## src/verilog/adcc_pkg.sv

```systemverilog
/*
  adcc_pkg: register offsets, field positions, reset values and timing
  constants for the converter control block.
  assumes: APB slave with 32-bit data, one aligned word per register.
*/
package adcc_pkg;

  ////////////////////////////////////////////////////////////////////////
  localparam logic [7:0] ADCC_OFF_CTRL0  = 8'h00;
  localparam logic [7:0] ADCC_OFF_CTRL1  = 8'h04;
  localparam logic [7:0] ADCC_OFF_CTRL2  = 8'h08;
  localparam logic [7:0] ADCC_OFF_RESH   = 8'h0C;
  localparam logic [7:0] ADCC_OFF_RESL   = 8'h10;
  localparam logic [7:0] ADCC_OFF_STATUS = 8'h14;

  ////////////////////////////////////////////////////////////////////////
  localparam int ADCC_EN_BIT       = 0;
  localparam int ADCC_GO_BIT       = 1;
  localparam int ADCC_CHS_LSB      = 2;
  localparam int ADCC_NREF_LSB     = 0;
  localparam int ADCC_PREF_LSB     = 2;
  localparam int ADCC_CLK_LSB      = 0;
  localparam int ADCC_ACQ_LSB      = 3;
  localparam int ADCC_FMT_BIT      = 7;
  localparam int ADCC_FLAG_BIT     = 0;

  localparam logic [7:0] ADCC_CTRL0_MASK = 8'h3F;
  localparam logic [7:0] ADCC_CTRL1_MASK = 8'h0F;
  localparam logic [7:0] ADCC_CTRL2_MASK = 8'hBF;
  localparam logic [7:0] ADCC_CTRL_RESET = 8'h00;
  localparam logic [7:0] ADCC_RES_RESET  = 8'h00;

  ////////////////////////////////////////////////////////////////////////
  localparam int ADCC_RES_BITS     = 10;
  localparam int ADCC_POST_WAIT    = 2;
  // frc period at 600 kHz nominal, in ns, turned into pclk cycles
  localparam int ADCC_FRC_NS       = 1667;
  localparam int ADCC_CLK_NS       = 5;
  localparam int ADCC_FRC_CYC      = ADCC_FRC_NS / ADCC_CLK_NS;
  // one instruction cycle, taken as four pclk periods
  localparam int ADCC_INSTR_NS     = 20;
  localparam int ADCC_INSTR_CYC    = (ADCC_INSTR_NS + ADCC_CLK_NS - 1) / ADCC_CLK_NS;

  localparam logic [3:0] ADCC_CH_FIRST = 4'h3;
  localparam logic [3:0] ADCC_CH_LAST  = 4'hB;
  localparam logic [3:0] ADCC_CH_DAC   = 4'hE;
  localparam logic [3:0] ADCC_CH_FVR   = 4'hF;

  typedef enum logic [2:0] {
    ADCC_IDLE, ADCC_HOLDOFF, ADCC_ACQ, ADCC_CONV, ADCC_DISCH
  } adcc_state_t;

endpackage

```

## src/verilog/adcc_top.sv

```systemverilog
/*
  adcc_top: control and result registers of a 10-bit sar converter,
  APB slave, sequencing of acquisition, conversion and discharge.
  assumes: analog front end answers cmp_high combinationally; trigger
  is a one-cycle pulse from the capture/compare unit.
*/
`timescale 1ns/1ps
module adcc_top
  import adcc_pkg::*;
(
  input  wire logic        pclk,
  input  wire logic        presetn,
  input  wire logic        psel,
  input  wire logic        penable,
  input  wire logic        pwrite,
  input  wire logic [7:0]  paddr,
  input  wire logic [31:0] pwdata,
  input  wire logic [3:0]  pstrb,
  output logic [31:0]      prdata,
  output logic             pready,
  output logic             pslverr,
  input  wire logic        special_trigger,
  input  wire logic        cmp_high,
  output logic             converter_power,
  output logic [3:0]       channel_select,
  output logic             channel_valid,
  output logic [1:0]       positive_reference_select,
  output logic [1:0]       negative_reference_select,
  output logic             hold_capacitor,
  output logic             hold_discharge,
  output logic             sample_hold,
  output logic             conversion_complete_flag
);
  import adcc_pkg::*;

  ////////////////////////////////////////////////////////////////////////
  logic [7:0]  ctrl0_reg;
  logic [7:0]  ctrl1_reg;
  logic [7:0]  ctrl2_reg;
  logic [7:0]  resh_reg;
  logic [7:0]  resl_reg;
  logic        flag_reg;
  logic        go_reg;
  adcc_state_t state_reg;
  adcc_state_t state_next;
  logic [4:0]  cnt_reg;
  logic [4:0]  cnt_next;

  logic        wr_en;
  logic        rd_en;
  logic        hit0;
  logic        hit1;
  logic        hit2;
  logic        hith;
  logic        hitl;
  logic        hits;
  logic        mapped;
  logic        lane0;
  logic        ctrl0_wr;
  logic        en_next;
  logic        sw_go_set;
  logic        sw_go_clr;
  logic        go_set;
  logic        enabled;
  logic        frc_sel;
  logic        tick;
  logic        tick_clr;
  logic        sar_start;
  logic        sar_last;
  logic [9:0]  sar_value;
  logic [9:0]  sar_filled;
  logic [4:0]  acq_periods;
  logic        finish;
  logic        abort;
  logic        load;
  logic [9:0]  load_value;
  logic        fmt_right;
  logic [7:0]  load_h;
  logic [7:0]  load_l;
  logic [7:0]  rd_byte;

  ////////////////////////////////////////////////////////////////////////
  // apb decode; zero wait states, unmapped addresses answer pslverr
  assign wr_en   = psel && penable && pwrite;
  assign rd_en   = psel && !pwrite;
  assign hit0    = (paddr == ADCC_OFF_CTRL0);
  assign hit1    = (paddr == ADCC_OFF_CTRL1);
  assign hit2    = (paddr == ADCC_OFF_CTRL2);
  assign hith    = (paddr == ADCC_OFF_RESH);
  assign hitl    = (paddr == ADCC_OFF_RESL);
  assign hits    = (paddr == ADCC_OFF_STATUS);
  assign mapped  = hit0 || hit1 || hit2 || hith || hitl || hits;
  assign lane0   = pstrb[0];
  assign pready  = 1'b1;
  assign pslverr = psel && penable && !mapped;

  assign enabled   = ctrl0_reg[ADCC_EN_BIT];
  assign frc_sel   = (ctrl2_reg[ADCC_CLK_LSB +: 2] == 2'b11);
  assign fmt_right = ctrl2_reg[ADCC_FMT_BIT];

  assign sw_go_set = wr_en && hit0 && lane0 && pwdata[ADCC_GO_BIT];
  assign sw_go_clr = wr_en && hit0 && lane0 && !pwdata[ADCC_GO_BIT];
  // enable as it stands after this edge, so enable and start may share a write
  assign ctrl0_wr  = wr_en && hit0 && lane0;
  assign en_next   = ctrl0_wr ? pwdata[ADCC_EN_BIT] : enabled;
  // start only counts while powered and idle
  assign go_set    = (sw_go_set || special_trigger) && en_next
                     && (state_reg == ADCC_IDLE) && !go_reg;

  ////////////////////////////////////////////////////////////////////////
  // acquisition length in conversion clock periods
  always_comb begin
    case (ctrl2_reg[ADCC_ACQ_LSB +: 3])
      3'h0:    acq_periods = 5'd0;
      3'h1:    acq_periods = 5'd2;
      3'h2:    acq_periods = 5'd4;
      3'h3:    acq_periods = 5'd6;
      3'h4:    acq_periods = 5'd8;
      3'h5:    acq_periods = 5'd12;
      3'h6:    acq_periods = 5'd16;
      default: acq_periods = 5'd20;
    endcase
  end

  ////////////////////////////////////////////////////////////////////////
  // abort: software clears start, or power removed mid-cycle
  // power off aborts at the write edge, so the front end never runs unpowered
  assign abort  = go_reg && (sw_go_clr || !en_next);
  assign finish = (state_reg == ADCC_CONV) && tick && sar_last && !abort;
  assign load   = finish || (abort && (state_reg == ADCC_CONV));
  // lsb is decided by the comparator in the finishing cycle itself
  assign load_value = finish ? {sar_value[9:1], cmp_high} : sar_filled;

  assign load_h = fmt_right ? {6'h00, load_value[9:8]}
                            : load_value[9:2];
  assign load_l = fmt_right ? load_value[7:0]
                            : {load_value[1:0], 6'h00};

  // restart on abort too, so the wait after it is two full periods
  assign tick_clr  = go_set || abort;
  assign sar_start = (state_next == ADCC_CONV) && (state_reg != ADCC_CONV);

  always_comb begin
    state_next = state_reg;
    cnt_next   = cnt_reg;
    case (state_reg)
      ADCC_IDLE: begin
        if (go_set) begin
          cnt_next = 5'(ADCC_INSTR_CYC);
          if (frc_sel) begin
            state_next = ADCC_HOLDOFF;
          end else if (acq_periods != 5'd0) begin
            state_next = ADCC_ACQ;
            cnt_next   = acq_periods;
          end else begin
            state_next = ADCC_CONV;
          end
        end
      end
      ADCC_HOLDOFF: begin
        cnt_next = cnt_reg - 5'd1;
        if (cnt_reg == 5'd1) begin
          state_next = (acq_periods != 5'd0) ? ADCC_ACQ : ADCC_CONV;
          cnt_next   = acq_periods;
        end
      end
      ADCC_ACQ: begin
        if (tick) begin
          cnt_next = cnt_reg - 5'd1;
          if (cnt_reg == 5'd1) begin
            state_next = ADCC_CONV;
          end
        end
      end
      ADCC_CONV: begin
        if (finish) begin
          state_next = ADCC_DISCH;
          cnt_next   = 5'(ADCC_POST_WAIT);
        end
      end
      ADCC_DISCH: begin
        if (tick) begin
          cnt_next = cnt_reg - 5'd1;
          if (cnt_reg == 5'd1) begin
            state_next = ADCC_IDLE;
          end
        end
      end
      default: begin
        state_next = ADCC_IDLE;
      end
    endcase
    if (abort && (state_reg != ADCC_DISCH) && (state_reg != ADCC_IDLE)) begin
      state_next = ADCC_DISCH;
      cnt_next   = 5'(ADCC_POST_WAIT);
    end
  end

  ////////////////////////////////////////////////////////////////////////
  adcc_tick u_tick (
    .pclk    (pclk),
    .presetn (presetn),
    .clr     (tick_clr),
    .sel     (ctrl2_reg[ADCC_CLK_LSB +: 3]),
    .tick    (tick)
  );

  adcc_sar u_sar (
    .pclk     (pclk),
    .presetn  (presetn),
    .start    (sar_start),
    .step     (tick && (state_reg == ADCC_CONV)),
    .cmp_high (cmp_high),
    .value    (sar_value),
    .filled   (sar_filled),
    .last     (sar_last)
  );

  ////////////////////////////////////////////////////////////////////////
  always_ff @(posedge pclk or negedge presetn) begin
    if (!presetn) begin
      state_reg <= ADCC_IDLE;
      cnt_reg   <= 5'd0;
    end else begin
      state_reg <= state_next;
      cnt_reg   <= cnt_next;
    end
  end

  // start bit: set wins over hardware clear only when new start allowed
  always_ff @(posedge pclk or negedge presetn) begin
    if (!presetn) begin
      go_reg <= 1'b0;
    end else if (go_set) begin
      go_reg <= 1'b1;
    end else if (finish || abort) begin
      go_reg <= 1'b0;
    end
  end

  // flag: completion sets, write of zero clears; set wins
  always_ff @(posedge pclk or negedge presetn) begin
    if (!presetn) begin
      flag_reg <= 1'b0;
    end else if (finish) begin
      flag_reg <= 1'b1;
    end else if (wr_en && hits && lane0 && !pwdata[ADCC_FLAG_BIT]) begin
      flag_reg <= 1'b0;
    end
  end

  always_ff @(posedge pclk or negedge presetn) begin
    if (!presetn) begin
      ctrl0_reg <= ADCC_CTRL_RESET;
      ctrl1_reg <= ADCC_CTRL_RESET;
      ctrl2_reg <= ADCC_CTRL_RESET;
    end else if (wr_en && lane0) begin
      if (hit0) ctrl0_reg <= pwdata[7:0] & ADCC_CTRL0_MASK;
      if (hit1) ctrl1_reg <= pwdata[7:0] & ADCC_CTRL1_MASK;
      if (hit2) ctrl2_reg <= pwdata[7:0] & ADCC_CTRL2_MASK;
    end
  end

  // results: hardware load wins over software write
  always_ff @(posedge pclk or negedge presetn) begin
    if (!presetn) begin
      resh_reg <= ADCC_RES_RESET;
      resl_reg <= ADCC_RES_RESET;
    end else if (load) begin
      resh_reg <= load_h;
      resl_reg <= load_l;
    end else if (wr_en && lane0) begin
      if (hith) resh_reg <= pwdata[7:0];
      if (hitl) resl_reg <= pwdata[7:0];
    end
  end

  ////////////////////////////////////////////////////////////////////////
  // start bit reads live; stored copy in ctrl0 bit 1 is masked out
  assign rd_byte = hit0 ? ((ctrl0_reg & ~8'h02) | {6'h00, go_reg, 1'b0}) :
                   hit1 ? ctrl1_reg :
                   hit2 ? ctrl2_reg :
                   hith ? resh_reg :
                   hitl ? resl_reg :
                   hits ? {7'h00, flag_reg} : 8'h00;
  assign prdata = rd_en ? {24'h000000, rd_byte} : 32'h00000000;

  ////////////////////////////////////////////////////////////////////////
  assign converter_power           = enabled;
  assign channel_select            = ctrl0_reg[ADCC_CHS_LSB +: 4];
  assign channel_valid             = ((channel_select >= ADCC_CH_FIRST) &&
                                      (channel_select <= ADCC_CH_LAST)) ||
                                     (channel_select == ADCC_CH_DAC) ||
                                     (channel_select == ADCC_CH_FVR);
  assign positive_reference_select = ctrl1_reg[ADCC_PREF_LSB +: 2];
  assign negative_reference_select = ctrl1_reg[ADCC_NREF_LSB +: 2];
  // reconnected only outside conversion and discharge
  assign hold_capacitor  = enabled && ((state_reg == ADCC_IDLE) ||
                                       (state_reg == ADCC_HOLDOFF) ||
                                       (state_reg == ADCC_ACQ));
  assign hold_discharge  = (state_reg == ADCC_DISCH);
  assign sample_hold     = (state_reg == ADCC_CONV);
  assign conversion_complete_flag = flag_reg;
endmodule // adcc_top

```

## src/verilog/adcc_tick.sv

```systemverilog
/*
  adcc_tick: conversion clock period generator, one pulse per period.
  assumes: pclk at 200 MHz; restarted by clr at each conversion start.
*/
`timescale 1ns/1ps
module adcc_tick
  import adcc_pkg::*;
(
  input  wire logic       pclk,
  input  wire logic       presetn,
  input  wire logic       clr,
  input  wire logic [2:0] sel,
  output logic            tick
);
  logic [10:0] cnt_reg;
  logic [10:0] limit;

  // divide ratio per select code; x11 is the internal oscillator
  always_comb begin
    case (sel)
      3'h0:    limit = 11'h001;
      3'h1:    limit = 11'h007;
      3'h2:    limit = 11'h01F;
      3'h4:    limit = 11'h003;
      3'h5:    limit = 11'h00F;
      3'h6:    limit = 11'h03F;
      default: limit = 11'(ADCC_FRC_CYC - 1);
    endcase
  end

  assign tick = (cnt_reg >= limit);

  always_ff @(posedge pclk or negedge presetn) begin
    if (!presetn) begin
      cnt_reg <= 11'h000;
    end else if (clr || tick) begin
      cnt_reg <= 11'h000;
    end else begin
      cnt_reg <= cnt_reg + 11'h001;
    end
  end
endmodule // adcc_tick

```

## src/verilog/adcc_sar.sv

```systemverilog
/*
  adcc_sar: successive-approximation register, one bit per tick, msb first.
  assumes: comparator input is valid when step is pulsed.
*/
`timescale 1ns/1ps
module adcc_sar
  import adcc_pkg::*;
(
  input  wire logic       pclk,
  input  wire logic       presetn,
  input  wire logic       start,
  input  wire logic       step,
  input  wire logic       cmp_high,
  output logic [9:0]      value,
  output logic [9:0]      filled,
  output logic            last
);
  logic [9:0] val_reg;
  logic [9:0] bit_reg;
  logic [9:0] lowmask;
  logic       lastbit;

  assign value   = val_reg;
  assign last    = bit_reg[0];
  assign lowmask = bit_reg - 10'h001;
  // unconverted bits copy the last resolved bit
  assign lastbit = |(val_reg & (bit_reg << 1)) ;
  assign filled  = bit_reg[9] ? 10'h000 :
                   ((val_reg & ~lowmask & ~bit_reg) |
                    ({10{lastbit}} & (lowmask | bit_reg)));

  always_ff @(posedge pclk or negedge presetn) begin
    if (!presetn) begin
      val_reg <= 10'h000;
      bit_reg <= 10'h000;
    end else if (start) begin
      val_reg <= 10'h200;
      bit_reg <= 10'h200;
    end else if (step && (bit_reg != 10'h000)) begin
      val_reg <= (cmp_high ? val_reg : (val_reg & ~bit_reg)) | (bit_reg >> 1);
      bit_reg <= bit_reg >> 1;
    end
  end
endmodule // adcc_sar

```

## config.mk

```make
export PLATFORM = sky130hd
export DESIGN_NAME = adcc_top
export DESIGN_NICKNAME = d
export VERILOG_FILES = /design/src/verilog/adcc_pkg.sv /design/src/verilog/adcc_top.sv /design/src/verilog/adcc_tick.sv /design/src/verilog/adcc_sar.sv
export SDC_FILE = /design/constraint.sdc
export NUM_CORES = 1
export LEC_CHECK = 0
export ABC_AREA = 1
export BUFFER_PORTS_ARGS = -buffer_cell sky130_fd_sc_hd__buf_2
export CORE_ASPECT_RATIO = 2
export CORE_UTILIZATION = 40
export CTS_CLUSTER_SIZE = 14
export DETAILED_ROUTE_END_ITERATION = 7
export RECOVER_POWER = 50
export SYNTH_ARGS = -nofsm -noshare
export SYNTH_HDL_FRONTEND = slang
export SYNTH_SLANG_ARGS = --single-unit
```

## constraint.sdc

```tcl
create_clock -name pclk -period 6.5 [get_ports pclk]
set_clock_uncertainty 0.2 [all_clocks]
set_input_delay 0.325 -clock pclk [delete_from_list [all_inputs] [get_ports pclk]]
set_output_delay 0.325 -clock pclk [all_outputs]
set_load 0.005 [all_outputs]
```

Yosys cells after proc, flatten, opt, wreduce, memory -nomap -nowiden
Index checks and enable logic that the tools add are counted.
- input bits: 51
- word-level logic and storage cells: 178
- register bits: 74
- output and inout port bits: 48
- eq/ne operators: 30
- reduce and logical (&&, ||, !) cells: 70
- bitwise operators: 11
- order comparisons: 3
- $add $sub $neg: 3
- muxes and demuxes: 49
- operators with widths (cell ; number):
    2-to-1 mux 8 bit ; 14
    2-to-1 mux 10 bit ; 7
    case mux 9 bit (6 select lines) ; 1
    bitwise AND 10 bit ; 5
    2-to-1 mux 5 bit ; 7
    case mux 5 bit (7 select lines) ; 1
    logical AND 1 bit ; 26
    2-to-1 mux 3 bit ; 8
    == test 3 bit, second input constant ; 7
    NOT 10 bit ; 2
    bitwise OR 10 bit ; 2
    case mux 5 bit (4 select lines) ; 1
    == test 3 x 2 -> 1 bit, second input constant ; 6
    == test 8 x 4 -> 1 bit, second input constant ; 2
    == test 8 x 5 -> 1 bit, second input constant ; 2
    logical OR 1 bit ; 15
    case mux 3 bit (5 select lines) ; 1
    nonzero test 2 bit ; 6
    adder 11 x 1 -> 11 bit, second input constant ; 1
    >= comparator 11 x 9 -> 1 bit ; 1
    2-to-1 mux 11 bit ; 1
    bitwise OR 10 x 9 -> 10 bit ; 1
    AND reduction 2 bit ; 5
    nonzero test 10 bit ; 1
    23 further kinds ; 43

Longest topological paths before layout
Gate-level depths: netlist (run 1).
- word-level depth: 16
- gate-level depth with buffers: 19
- depth with buffers taken out: 18

Cells and area by module
A second synthesis (run 1) with hierarchy kept.
- cells, all modules: 723
- area total of the unflattened synthesis: 5206.2 sq um
- by module, submodules not included (module ; area each (sq um) ; times used ; cells each ; seq. area each (sq um)):
    adcc_top ; 3089.2 ; 1 ; 445 ; 1051.0
    adcc_sar ; 1365.1 ; 1 ; 185 ; 500.5
    adcc_tick ; 752.0 ; 1 ; 93 ; 275.3

Least setup slack after synthesis (run 1)
No wires, ideal clock.
- kind: reg-to-reg
- start: reg ctrl2_reg[1]
- end: reg u_sar.bit_reg[2]
- stages on the path, launching flop included: 19
- data required time: 6176 ps
- buffers on the path: 1
- library setup time: 124 ps
- clock period less this slack: 2582 ps
- arrival: 2258 ps
- path slack: 3918 ps
- cell sequence: dfrtp_1 > or2_2 > o21ai_0 > ha_1 > nand2_1 > inv_1 > nand2_1 > nand2_1 > nand2_1 > nand3_2 > nand2_4 > nor2_8 > nand2_8 > nand2_4 > nand3_4 > nand2_4 > nor2_8 > buf_12 > nor2_4
- longest elaborated chain between the ends: 12
- elaborated cells between the ends (all ways): 24
- those cells by class: order compare: 1; eq/ne: 7; mux: 9; reduce/logical: 7
- ends and longest elaborated chain (element ; RTL line ; text):
    start: declaration ; adcc_top.sv:39 ; logic [7:0] ctrl2_reg;
    start signal: assignment ; adcc_top.sv:260 ; if (hit2) ctrl2_reg <= pwdata[7:0] & ADCC_CTRL2_MASK;
    == test 3 bit, or another cell as far along ; adcc_tick.sv:20 ; case (sel)
    case mux 9 bit (6 select lines) ; adcc_tick.sv:20 ;
    >= comparator 11 x 9 -> 1 bit ; adcc_tick.sv:31 ; assign tick = (cnt_reg >= limit);
    logical AND 1 bit ; adcc_top.sv:129, adcc_top.sv:212 ;
    logical AND 1 bit (2 in series) ; adcc_top.sv:129 ; assign finish = (state_reg == ADCC_CONV) && tick && sar_last && !abort;
    2-to-1 mux 3 bit ; adcc_top.sv:176 ; if (finish) begin
    case mux 3 bit (5 select lines) ; adcc_top.sv:146 ; case (state_reg)
    2-to-1 mux 3 bit ; adcc_top.sv:193 ; if (abort && (state_reg != ADCC_DISCH) && (state_reg != ADCC_IDLE)) begin
    == test 3 x 2 -> 1 bit ; adcc_top.sv:141 ; assign sar_start = (state_next == ADCC_CONV) && (state_reg != ADCC_CONV);
    logical AND 1 bit ; adcc_top.sv:141 ;
    2-to-1 mux 10 bit or nonzero test 2 bit (tied branches) ; - ;
    end signal: assignment ; adcc_sar.sv:41 ; bit_reg <= bit_reg >> 1;
    end: declaration ; adcc_sar.sv:19 ; logic [9:0] bit_reg;
Parallel ways exist; a longest one is shown, timed or not.
A chain may end at the register's enable or synchronous reset.

==> results.md, run 1 <==
- Max_slew headroom: -166.6%
- Cells after synthesis: 731
- Antenna Cells: 0
- FP Rows: 59
- Post-DP Area: 5553 µm²
- Critical path class: in -> async
- WP data arrival: 3250 ps
- DIE HEIGHT: 164.6 µm
- Sequential area share after synthesis: 34.08%
- H-tree levels: 3
- # DRC: 0
- Hold Fails Final Rpt: 0
- Post-synth EDFFs: 0
- Via density: 5.105
- Bufs on Longest Clock Path: 2
- Total power: 2.191 mW
- Synthesis Warnings: 0
- Clk root buf: clkbuf_16
- Critical-path cell list: buf_2, clkbuf_1
- Fin util: 45.56%
- M1 GR Usage: 20.32%
- Worst path max stage delay: 2780 ps
- Routed vias: 4778
- Remaining Overflow, GRT: 0
- Vias in the first global route: 4719
- Period utilization: 60.43%
- Outcome: finished with violations
- Initial antenna violation count: 0
- Resize count post-CTS: 0
- Setup Viol. Count Final: 0
- Met3 usage: 2.249%
- Critical Path Sink Type: async pin
- Worst-path fanout max: 72
- Pre-antenna DRT Iters: 4
- Routability congestion estimate: 0.8850
- TritonCTS clock tree: yes
- Postcts setup bufs: 0
- Antenna viol nets, final: 0
- CP bufs+invs: 2
- Worst hold-check path type: in -> reg
- RSZ-0062 raised after global routing: false
- Starting Density: 40.92%
- Delay-heaviest family, CP: buffers and inverters
- P per Cell Area: 372.3 nW/µm²
- TritonCTS buffer count: 9
- Seq cells post-synth: 72
- Clk Latency, worst-skew pair: 340 ps
- Grt peak-use layer: met2
- Synthesized cell area: 5286 µm²
- Slowest cell on the critical path: clkbuf_1
- Reg clk slew, reported paths: 60 ps
- Top Ports: 99
- Dpl cells: 920
- Max Cap Viol: 1
- Final Cell Area: 5886 µm²
- Share of cells above drive strength 1: 13.39%
- Die W: 83.29 µm
- GR Util All Layers: 21.04%
- # clock sinks: 72
- Max reg flops: 11
- HPWL after DPL: 11190 µm
- TNS Setup: 0 ps
- Worst vdd ir: 0.2168 mV
- WHS: 87.04 ps
- Met2 Usage GRT: 42.32%
- Yosys cell types: 48
- Final net count: 850
- Mean Syn Cell Area: 7.232 µm²
- Failing checks: capacitance limit, slew limit
- Async S/R FF share, synth: 100.0%
- Post-place setup slack: 3403 ps
- Final Critical Period: 3928 ps
- Final Non-Filler Cells: 936
- Fin. max-slew vios: 73
- Fmax: 0.2546 GHz
- CTS hold repair buffers: 0
- Final WS setup: 2572 ps
- First-pass GRT wire length: 22550 µm
- Synthesis-to-layout area growth: 11.34%
- Measured slew at the worst slew-check pin: 4000 ps
- CP required: 5820 ps
- Die ar.: 13710 µm²
- Core Area: 12920 µm²
- LEAKAGE: 3.035 nW
- Routed WL: 13890 µm
- Port buffer count: 46
- Routed len/inst: 14.84 µm
- Final-layout fill cell count: 1350
- Largest net degree at the start of global routing: 73
- Synth Flop Type: dfrtp_1
- Crit start category: primary input
- 1st-iter DRT viols: 179
[report_power, final]
part	internal (mW)	switching (mW)	leakage, nW	total [mW]
Clock	0.397	0.194	0.173	0.592
Sequential	0.573	0.130	0.938	0.703
Combinational	0.325	0.571	1.92	0.896
[cells by family after synthesis]
family | after synthesis | share of synthesized area (%)
AOI/OAI and AO/OA | 116 | 11.98
xor gates and xnor gates | 6 | 0.9941
adders and majority gates | 20 | 4.734
buffers and inverters | 130 | 11.60
DFF | 72 | 34.08
muxes | 1 | 0.2130
other | 2 | 0.1421
and+or+nand+nor | 384 | 36.26
[area by class of cell]
class,count,area (µm²),share of cell area (%)
Clock buffer,12,256.5,4.358
Inverter,96,361.6,6.144
Clock inverter,4,98.84,1.679
Multi-Input combinational cell,553,2944,50.02
Sequential cell,72,1802,30.61
Timing Repair Buffer,47,232.7,3.954
Tap cell,152,190.2,3.231
[metal layers]
layer | share of wire [%] | vias to the layer above | routed length, µm
met5 | 0 | - | 0
met4 | 4.4 | 0 | 609
met3 | 2.8 | 35 | 383
met2 | 57 | 95 | 7962
met1 | 36 | 2250 | 4935
li1 | - | 2398 | -
[path summary, 6_finish.rpt]
path | startpoint | end | slack (ps) | cells past startpoint
max in group pclk | paddr[1] | u_sar.value[4] | 3250 | 11
min in group asynchronous | presetn | cnt_reg[3] | 1270 | 2
min reg2reg | cnt_reg[4] | cnt_reg[4] | 290 | 2
min | pwdata[7] | ctrl2_reg[7] | 90 | 2
max reg2reg | ctrl2_reg[1] | u_sar.value[5] | 3430 | 17
max | presetn | u_sar.value[8] | 2570 | 2
[cell usage after synthesis (2+ instances only)]
cell type	n	share of area (%)
nor2_1	76	5.4
nand3_1	41	3.9
buf_2	2	0.19
nor3_1	13	1.2
or2_0	4	0.47
inv_1	92	6.5
o211ai_1	5	0.71
nor2_2	2	0.24
nand2_2	8	0.95
a21oi_1	34	3.2
ha_1	20	4.7
nand3b_1	5	0.71
nor3b_1	3	0.43
nand4_1	7	0.83
o21ai_0	63	6.0
nand2_1	187	13
nand2_8	3	1.1
clkbuf_1	4	0.28
conb_1	2	0.14
nand3_2	2	0.38
xor2_1	6	0.99
o31ai_1	2	0.28
o21bai_1	2	0.28
nand2_4	4	0.85
or2_2	2	0.24
buf_4	26	3.7
and3_1	4	0.47
a31oi_1	3	0.36
nor2_4	12	2.6
nor2_8	4	1.5
inv_2	2	0.14
nand3_4	4	1.3
dfrtp_1	72	34
[placed cells by master, fill, tap and decap left out, types with 9 or more instances in the layout]
master,count
a21oi_1,34
buf_2,45
clkbuf_16,9
conb_1,26
dfrtp_1,72
ha_1,20
inv_1,92
nand2_1,188
nand3_1,41
nor2_1,78
nor2_4,10
nor3_1,13
o21ai_0,63
Note: power is estimated with default switching activity, not from simulation.
==> run 2, diff against run 1 <==
--- a/config.mk
+++ b/config.mk
@@ -5,7 +5,7 @@
 export SDC_FILE = /design/constraint.sdc
 export NUM_CORES = 1
 export LEC_CHECK = 0
-export ABC_AREA = 1
+export ABC_AREA = 0
 export BUFFER_PORTS_ARGS = -buffer_cell sky130_fd_sc_hd__buf_2
 export CORE_ASPECT_RATIO = 2
 export CORE_UTILIZATION = 40
==> constraint.sdc (replaced) <==
create_clock -name pclk -period 3.9 [get_ports pclk]
set_clock_uncertainty 0.2 [all_clocks]
set_input_delay 0.195 -clock pclk [delete_from_list [all_inputs] [get_ports pclk]]
set_output_delay 0.195 -clock pclk [all_outputs]
set_load 0.005 [all_outputs]
==> results.md, run 2 <==
- Final net count: 643 (was 850)
- Slowest cell on the critical path: dfrtp_1 (was clkbuf_1)
- GR Util All Layers: 21.55% (was 21.04%)
- Final Non-Filler Cells: 718 (was 936)
- Met2 Usage GRT: 40.17% (was 42.32%)
- M1 GR Usage: 21.83% (was 20.32%)
- Starting Density: 41.26% (was 40.92%)
- Clk root buf: clkbuf_16 (unchanged)
- Period utilization: 86.76%
- Post-place setup slack: 560.2 ps (was 3403 ps)
- CP required: 3960 ps (was 5820 ps)
- Synthesized cell area: 4713 µm² (was 5286 µm²)
- TritonCTS buffer count: 9 (unchanged)
- Measured slew at the worst slew-check pin: 1604 ps (was 4000 ps)
- Total stage count of the critical path: 9 (was 2)
- RSZ-0062 raised after global routing: false (unchanged)
- Core Area: 11420 µm² (was 12920 µm²)
- DIE HEIGHT: 155.5 µm (was 164.6 µm)
- Largest net degree at the start of global routing: 64 (was 73)
- Die W: 78.76 µm (was 83.29 µm)
- Critical-path cell list: nand2_1, ha_1, a211o_1, a2111o_1, a211o_1, and3_1, o32a_1, o211a_1, o22ai_1 (was buf_2, clkbuf_1)
- Routed WL: 12840 µm (was 13890 µm)
- Die ar.: 12250 µm² (was 13710 µm²)
- Clk Latency, worst-skew pair: 340 ps (about the same)
- P per Cell Area: 482.2 nW/µm² (was 372.3 nW/µm²)
- Sequential area share after synthesis: 38.23% (was 34.08%)
- Routed len/inst: 17.89 µm (was 14.84 µm)
- HPWL after DPL: 9801 µm (was 11190 µm)
- Outcome: finished with violations (unchanged)
- Final WS setup: 516.2 ps (was 2572 ps)
- Synthesis Warnings: 0 (unchanged)
- CP bufs+invs: 0 (was 2)
- Main area contributors after synthesis: dfrtp_1, ha_1, nand2_1 (was dfrtp_1, nand2_1, inv_1)
- First-pass GRT wire length: 20190 µm (was 22550 µm)
- Post-synth top cells: dfrtp_1, nand2_1, nor2_1, buf_4, a21oi_1 (was nand2_1, inv_1, nor2_1, dfrtp_1, o21ai_0)
- FP Rows: 55 (was 59)
- Antenna Cells: 0 (unchanged)
- Dpl cells: 694 (was 920)
- H-tree levels: 3 (unchanged)
- Top-count cell post-synth: dfrtp_1 (was nand2_1)
- Largest area contributor in the netlist: dfrtp_1 (unchanged)
- Max_slew headroom: -6.907% (was -166.6%)
- Max Cap Viol: 1 (unchanged)
- 1st-iter DRT viols: 309 (was 179)
- Reg clk slew, reported paths: 60 ps (about the same)
- Final Critical Period: 3384 ps
- Mean Syn Cell Area: 8.944 µm² (was 7.232 µm²)
- Critical path class: reg -> reg (was in -> async)
- Routability congestion estimate: 0.8605 (was 0.8850)
- TNS Setup: 0 ps (unchanged)
- Total power: 2.574 mW (was 2.191 mW)
- Cells after synthesis: 527 (was 731)
- Antenna viol nets, final: 0 (unchanged)
- Share of cells above drive strength 1: 15.45% (was 13.39%)
- Async S/R FF share, synth: 100.0% (unchanged)
- Setup Viol. Count Final: 0 (unchanged)
- Top Ports: 99 (unchanged)
- Worst path max stage delay: 520 ps (was 2780 ps)
- Post-DP Area: 4947 µm² (was 5553 µm²)
- Final Cell Area: 5338 µm² (was 5886 µm²)
- Initial antenna violation count: 0 (unchanged)
- Resize count post-CTS: 0 (unchanged)
- Remaining Overflow, GRT: 0 (unchanged)
- R2r startpoint: ctrl2_reg[0] (was ctrl2_reg[1])
- TritonCTS clock tree: yes (unchanged)
- Worst hold-check path type: in -> reg (unchanged)
- Vias in the first global route: 3940 (was 4719)
- Seq cells post-synth: 72 (unchanged)
- Crit start category: flip-flop (was primary input)
- WHS Path Cells: 3 (was 2)
- Hold Startpoint: paddr[2] (was pwdata[7])
- Critical Path Sink Type: flip-flop (was async pin)
- Worst hold endpoint: conversion_complete_flag (was ctrl2_reg[7])
- LEAKAGE: 2.566 nW (was 3.035 nW)
- Delay-heaviest family, CP: compound AO/OA/AOI/OAI gates (was buffers and inverters)
- Synthesis-to-layout area growth: 13.25% (was 11.34%)
- Pre-antenna DRT Iters: 6 (was 4)
- Synth Flop Type: dfrtp_1 (unchanged)
- Grt peak-use layer: met2 (unchanged)
- Routed vias: 4070 (was 4778)
- Worst vdd ir: 0.2609 mV (was 0.2168 mV)
- Worst-path fanout max: 11 (was 72)
- Max reg flops: 11 (unchanged)
- Fin. max-slew vios: 64 (was 73)
- Most frequent cells in the layout: dfrtp_1, nand2_1, nor2_1, buf_2, conb_1 (was nand2_1, inv_1, nor2_1)
- WP data arrival: 3440 ps (was 3250 ps)
- Commonest non-fill, non-tap cell in the layout: dfrtp_1 (was nand2_1)
- Hold Fails Final Rpt: 0 (unchanged)
- R2r endpoint: resh_reg[1] (was u_sar.value[5])
- Fmax: 0.2955 GHz
- Flop-to-flop setup slack: 520 ps (was 3430 ps)
- Via density: 5.669 (was 5.105)
- # clock sinks: 72 (unchanged)
- # DRC: 0 (unchanged)
- Synth top area share: 38.23% (was 34.08%)
- Met3 usage: 3.284% (was 2.249%)
- Most frequent CP cell: a211o_1
- Yosys cell types: 61 (was 48)
- Failing checks: capacitance limit, slew limit (unchanged)
- Post-synth EDFFs: 0 (unchanged)
- Worst Reg-to-Reg Cells: 9 (was 17)
- Port buffer count: 46 (unchanged)
- Bufs on Longest Clock Path: 2 (unchanged)
run 2: repair_timing:
action,4_1_cts,5_1_grt
hold endpoints to repair,24,0
setup buffers,0,0
hold buffers,9,0
run 2: cells by family (layout without fill, tap and decap cells):
group / count (synthesis) / after routing / share of synthesized area (%)
and+or+nand+nor: 180 / 180 / 18.08
AOI/OAI and AO/OA: 131 / 131 / 19.49
buffers and inverters: 75 / 100 / 8.548
DFF: 72 / 72 / 38.23
muxes: 35 / 35 / 7.964
adders and majority gates: 20 / 20 / 5.309
xor gates and xnor gates: 12 / 12 / 2.230
other: 2 / 26 / 0.1593
run 2: how the worst max path moves through the flow:
stage	endpoint	start	slack (ps)
floorplan	u_sar.bit_reg[9]	ctrl2_reg[1]	530
global placement	resh_reg[1]	ctrl2_reg[0]	580
detailed placement	resh_reg[1]	ctrl2_reg[0]	560
CTS	resh_reg[1]	ctrl2_reg[0]	530
global route	resl_reg[7]	ctrl2_reg[1]	270
finish	resh_reg[1]	ctrl2_reg[0]	520
run 2: power by group:
part / switching [mW] / internal (mW)
sequential: 0.199 / 0.856
combinational: 0.354 / 0.292
clock: 0.315 / 0.557
total: 0.868 / 1.71
run 2: cell type report:
type,count,area (µm²)
fillers,1120,6086
multi-input cells,404,2599
flip-flops and latches,72,1802
repair buffers,62,362.8
clock buffers,10,229.0
well taps,142,177.7
inverters,23,86.33
clock inverters,5,81.33
run 2: worst min-delay path: cells and delay by family:
kind / cells / cell delay (ps)
buffers and inverters: 1 / 170
AND/OR/NAND/NOR: 1 / 100
AO/OA/AOI/OAI: 1 / 110
run 2: per-stage QoR:
step           util, %  hold WS [ps]
2_1_floorplan        -        -300.6
3_3_place_gp     43.31        -135.4
3_5_place_dp     43.31        -132.9
4_1_cts          46.81         46.55
5_1_grt          46.73         78.64
6_report         46.73         78.32
run 2: metal layers:
layer	part of all wire (%)	wire length (µm)	vias up
li1	-	-	1931
met2	55	7089	148
met4	4.3	557	0
met1	37	4735	1945
met5	0	0	-
met3	3.6	459	46
==> run 3, diff against run 2 <==
--- a/config.mk
+++ b/config.mk
@@ -7,10 +7,13 @@
 export LEC_CHECK = 0
 export ABC_AREA = 0
 export BUFFER_PORTS_ARGS = -buffer_cell sky130_fd_sc_hd__buf_2
+export CELL_PAD_IN_SITES_DETAIL_PLACEMENT = 0
+export CELL_PAD_IN_SITES_GLOBAL_PLACEMENT = 1
 export CORE_ASPECT_RATIO = 2
 export CORE_UTILIZATION = 40
 export CTS_CLUSTER_SIZE = 14
 export DETAILED_ROUTE_END_ITERATION = 7
+export PLACE_DENSITY_LB_ADDON = 0.1
 export RECOVER_POWER = 50
 export SYNTH_ARGS = -nofsm -noshare
 export SYNTH_HDL_FRONTEND = slang
==> results.md, run 3 (synthesis gave the netlist of run 2 again) <==
- Outcome: finished with violations (unchanged)
- Failing checks: capacitance limit, slew limit (unchanged)
- Delay-heaviest family, CP: compound AO/OA/AOI/OAI gates (unchanged)
- RSZ-0062 raised after global routing: false (unchanged)
- P per Cell Area: 483.2 nW/µm² (was 482.2 nW/µm²)
- Final WS setup: 577.8 ps (was 516.2 ps)
- Bufs on Longest Clock Path: 2 (unchanged)
- Synthesis-to-layout area growth: 13.67% (was 13.25%)
- Hold Startpoint: pwdata[1] (was paddr[2])
- TritonCTS clock tree: yes (unchanged)
- Critical Path Sink Type: flip-flop (unchanged)
- R2r startpoint: ctrl2_reg[1] (was ctrl2_reg[0])
- Worst hold-check path type: in -> reg (unchanged)
- Total power: 2.589 mW (was 2.574 mW)
- Gate power share: 24.7% (was 25.1%)
- Routed len/inst: 18.66 µm (was 17.89 µm)
- Period utilization: 85.19% (was 86.76%)
- Clk root buf: clkbuf_16 (unchanged)
- Antenna viol nets, final: 0 (unchanged)
- Final Cell Area: 5358 µm² (was 5338 µm²)
- Final net count: 645 (was 643)
- Max_slew headroom: -4.578% (was -6.907%)
- Port buffer count: 46 (unchanged)
- Most frequent CP cell: a211o_1 (unchanged)
- Commonest non-fill, non-tap cell in the layout: dfrtp_1 (unchanged)
- Sw Share: 33.44% (was 33.74%)
- Reg clk slew, reported paths: 60 ps (about the same)
- Largest net degree at the start of global routing: 46 (was 64)
- First-pass GRT wire length: 21360 µm (was 20190 µm)
- Critical-path cell list: nand2_1, ha_1, a211o_1, a2111o_1, a211o_1, and3_1, o32a_1, o211a_1, o22ai_1 (unchanged)
- Routed vias: 4050 (was 4070)
- WP data arrival: 3370 ps (was 3440 ps)
- Worst vdd ir: 0.3020 mV (was 0.2609 mV)
- Worst-path fanout max: 11 (unchanged)
- HPWL after DPL: 10550 µm (was 9801 µm)
- Critical path class: reg -> reg (unchanged)
- Hold Fails Final Rpt: 0 (unchanged)
- Internal: 1.723 mW (was 1.705 mW)
- Top Ports: 99 (unchanged)
- Clock Power Share: 34.6% (was 33.9%)
- Via density: 5.617 (was 5.669)
- Postcts setup bufs: 0 (unchanged)
- Post-place setup slack: 513.8 ps (was 560.2 ps)
- NetSw: 0.8658 mW (was 0.8684 mW)
- CP required: 3950 ps (was 3960 ps)
- Crit start category: flip-flop (unchanged)
- Vias in the first global route: 4072 (was 3940)
- Share of power burned in registers: 40.7% (was 41.0%)
- DIE HEIGHT: 155.5 µm (unchanged)
- GR Util All Layers: 23.10% (was 21.55%)
- Final-layout fill cell count: 1170 (was 1120)
- CP bufs+invs: 0 (unchanged)
- Die ar.: 12250 µm² (unchanged)
- WHS: 47.51 ps (was 78.32 ps)
- Routed WL: 13450 µm (was 12840 µm)
- Pre-antenna DRT Iters: 7 (was 6)
- Measured slew at the worst slew-check pin: 1569 ps (was 1604 ps)
- CP startpoint: ctrl2_reg[1] (was ctrl2_reg[0])
- TNS Setup: 0 ps (unchanged)
- Post-DP Area: 4970 µm² (was 4947 µm²)
- Routability congestion estimate: 0.9360 (was 0.8605)
- Starting Density: 41.26% (unchanged)
- Setup Viol. Count Final: 0 (unchanged)
- Initial antenna violation count: 0 (unchanged)
- Max reg flops: 11 (unchanged)
- FP Rows: 55 (unchanged)
- Fin. max-slew vios: 29 (was 64)
- Worst path max stage delay: 420 ps (was 520 ps)
- Die W: 78.76 µm (unchanged)
- # clock sinks: 72 (unchanged)
- Clk Latency, worst-skew pair: 330 ps (was 340 ps)
- TritonCTS buffer count: 9 (unchanged)
- Slowest cell on the critical path: a2111o_1 (was dfrtp_1)
- Most frequent cells in the layout: dfrtp_1, nand2_1, nor2_1 (was dfrtp_1, nand2_1, nor2_1, buf_2, conb_1)
- 1st-iter DRT viols: 330 (was 309)
- LEAKAGE: 2.564 nW (was 2.566 nW)
- Antenna Cells: 0 (unchanged)
- Fmax: 0.3010 GHz (was 0.2955 GHz)
- Remaining Overflow, GRT: 0 (unchanged)
- Final Critical Period: 3322 ps (was 3384 ps)
- # DRC: 0 (unchanged)
- Share of cells above drive strength 1: 15.37% (was 15.45%)
- H-tree levels: 3 (unchanged)
- Core Area: 11420 µm² (unchanged)
- Max Cap Viol: 1 (unchanged)
==> run 3: worst paths after layout <==
check / to / slack (ps) / cells after the start
worst min-delay path: ctrl1_reg[1] / 50 / 2
max in group asynchronous: u_tick.cnt_reg[3] / 1030 / 3
worst max register to register: resh_reg[1] / 580 / 9
min in group asynchronous: ctrl0_reg[3] / 590 / 2
worst min register to register: u_tick.cnt_reg[0] / 310 / 1
worst max-delay path: resh_reg[1] / 580 / 9
==> run 3: worst reg2reg max path: stages (launching register included) <==
cell      delay (ps)
dfrtp_1          370
nand2_1          250
ha_1             310
a211o_1          250
a2111o_1         420
a211o_1          350
and3_1           330
o32a_1           390
o211a_1          220
o22ai_1          150
==> run 3: final cells by class <==
cell class | instances | area [µm²] | share of cell area [%]
Tap cell | 142 | 177.7 | 3.316
Sequential cell | 72 | 1802 | 33.63
Inverter | 23 | 86.33 | 1.611
Clock buffer | 11 | 242.7 | 4.531
Timing Repair Buffer | 64 | 370.4 | 6.913
Multi-Input combinational cell | 404 | 2599 | 48.51
Clock inverter | 5 | 80.08 | 1.495
==> run 3: repair_timing <==
item                      in CTS  in global routing
hold endpoints to repair      38                  0
hold buffers                   8                  0
gates resized for setup        0                  0
==> run 3: power groups by stage <==
| stage | Clock (mW) | Combinational (mW) | Sequential [mW] |
|---|---|---|---|
| after CTS | 0.915 | 0.649 | 1.05 |
| after detailed placement | 0 | 0.638 | 1.06 |
| after floorplan | 0 | 0.569 | 0.940 |
| after global placement | 0 | 0.625 | 1.06 |
| final | 0.895 | 0.639 | 1.05 |
| after global routing | 0.940 | 0.725 | 1.07 |
==> run 3: per-stage QoR <==
stage / utilization (%) / std cells
finish: 46.90 / 721
detailed placement: 43.50 / 697
global placement: 43.50 / 697
global route: 46.90 / 721
floorplan: - / 551
CTS: 47.03 / 721
==> run 3: routing by layer <==
metal / GRT usage (%) / vias to the layer above / wire length [µm]
met2: 43.98 / 116 / 7719
met4: 10.05 / 0 / 422
met5: 0 / - / 0
met1: 24.44 / 1959 / 4890
met3: 3.226 / 25 / 419
li1: - / 1950 / -
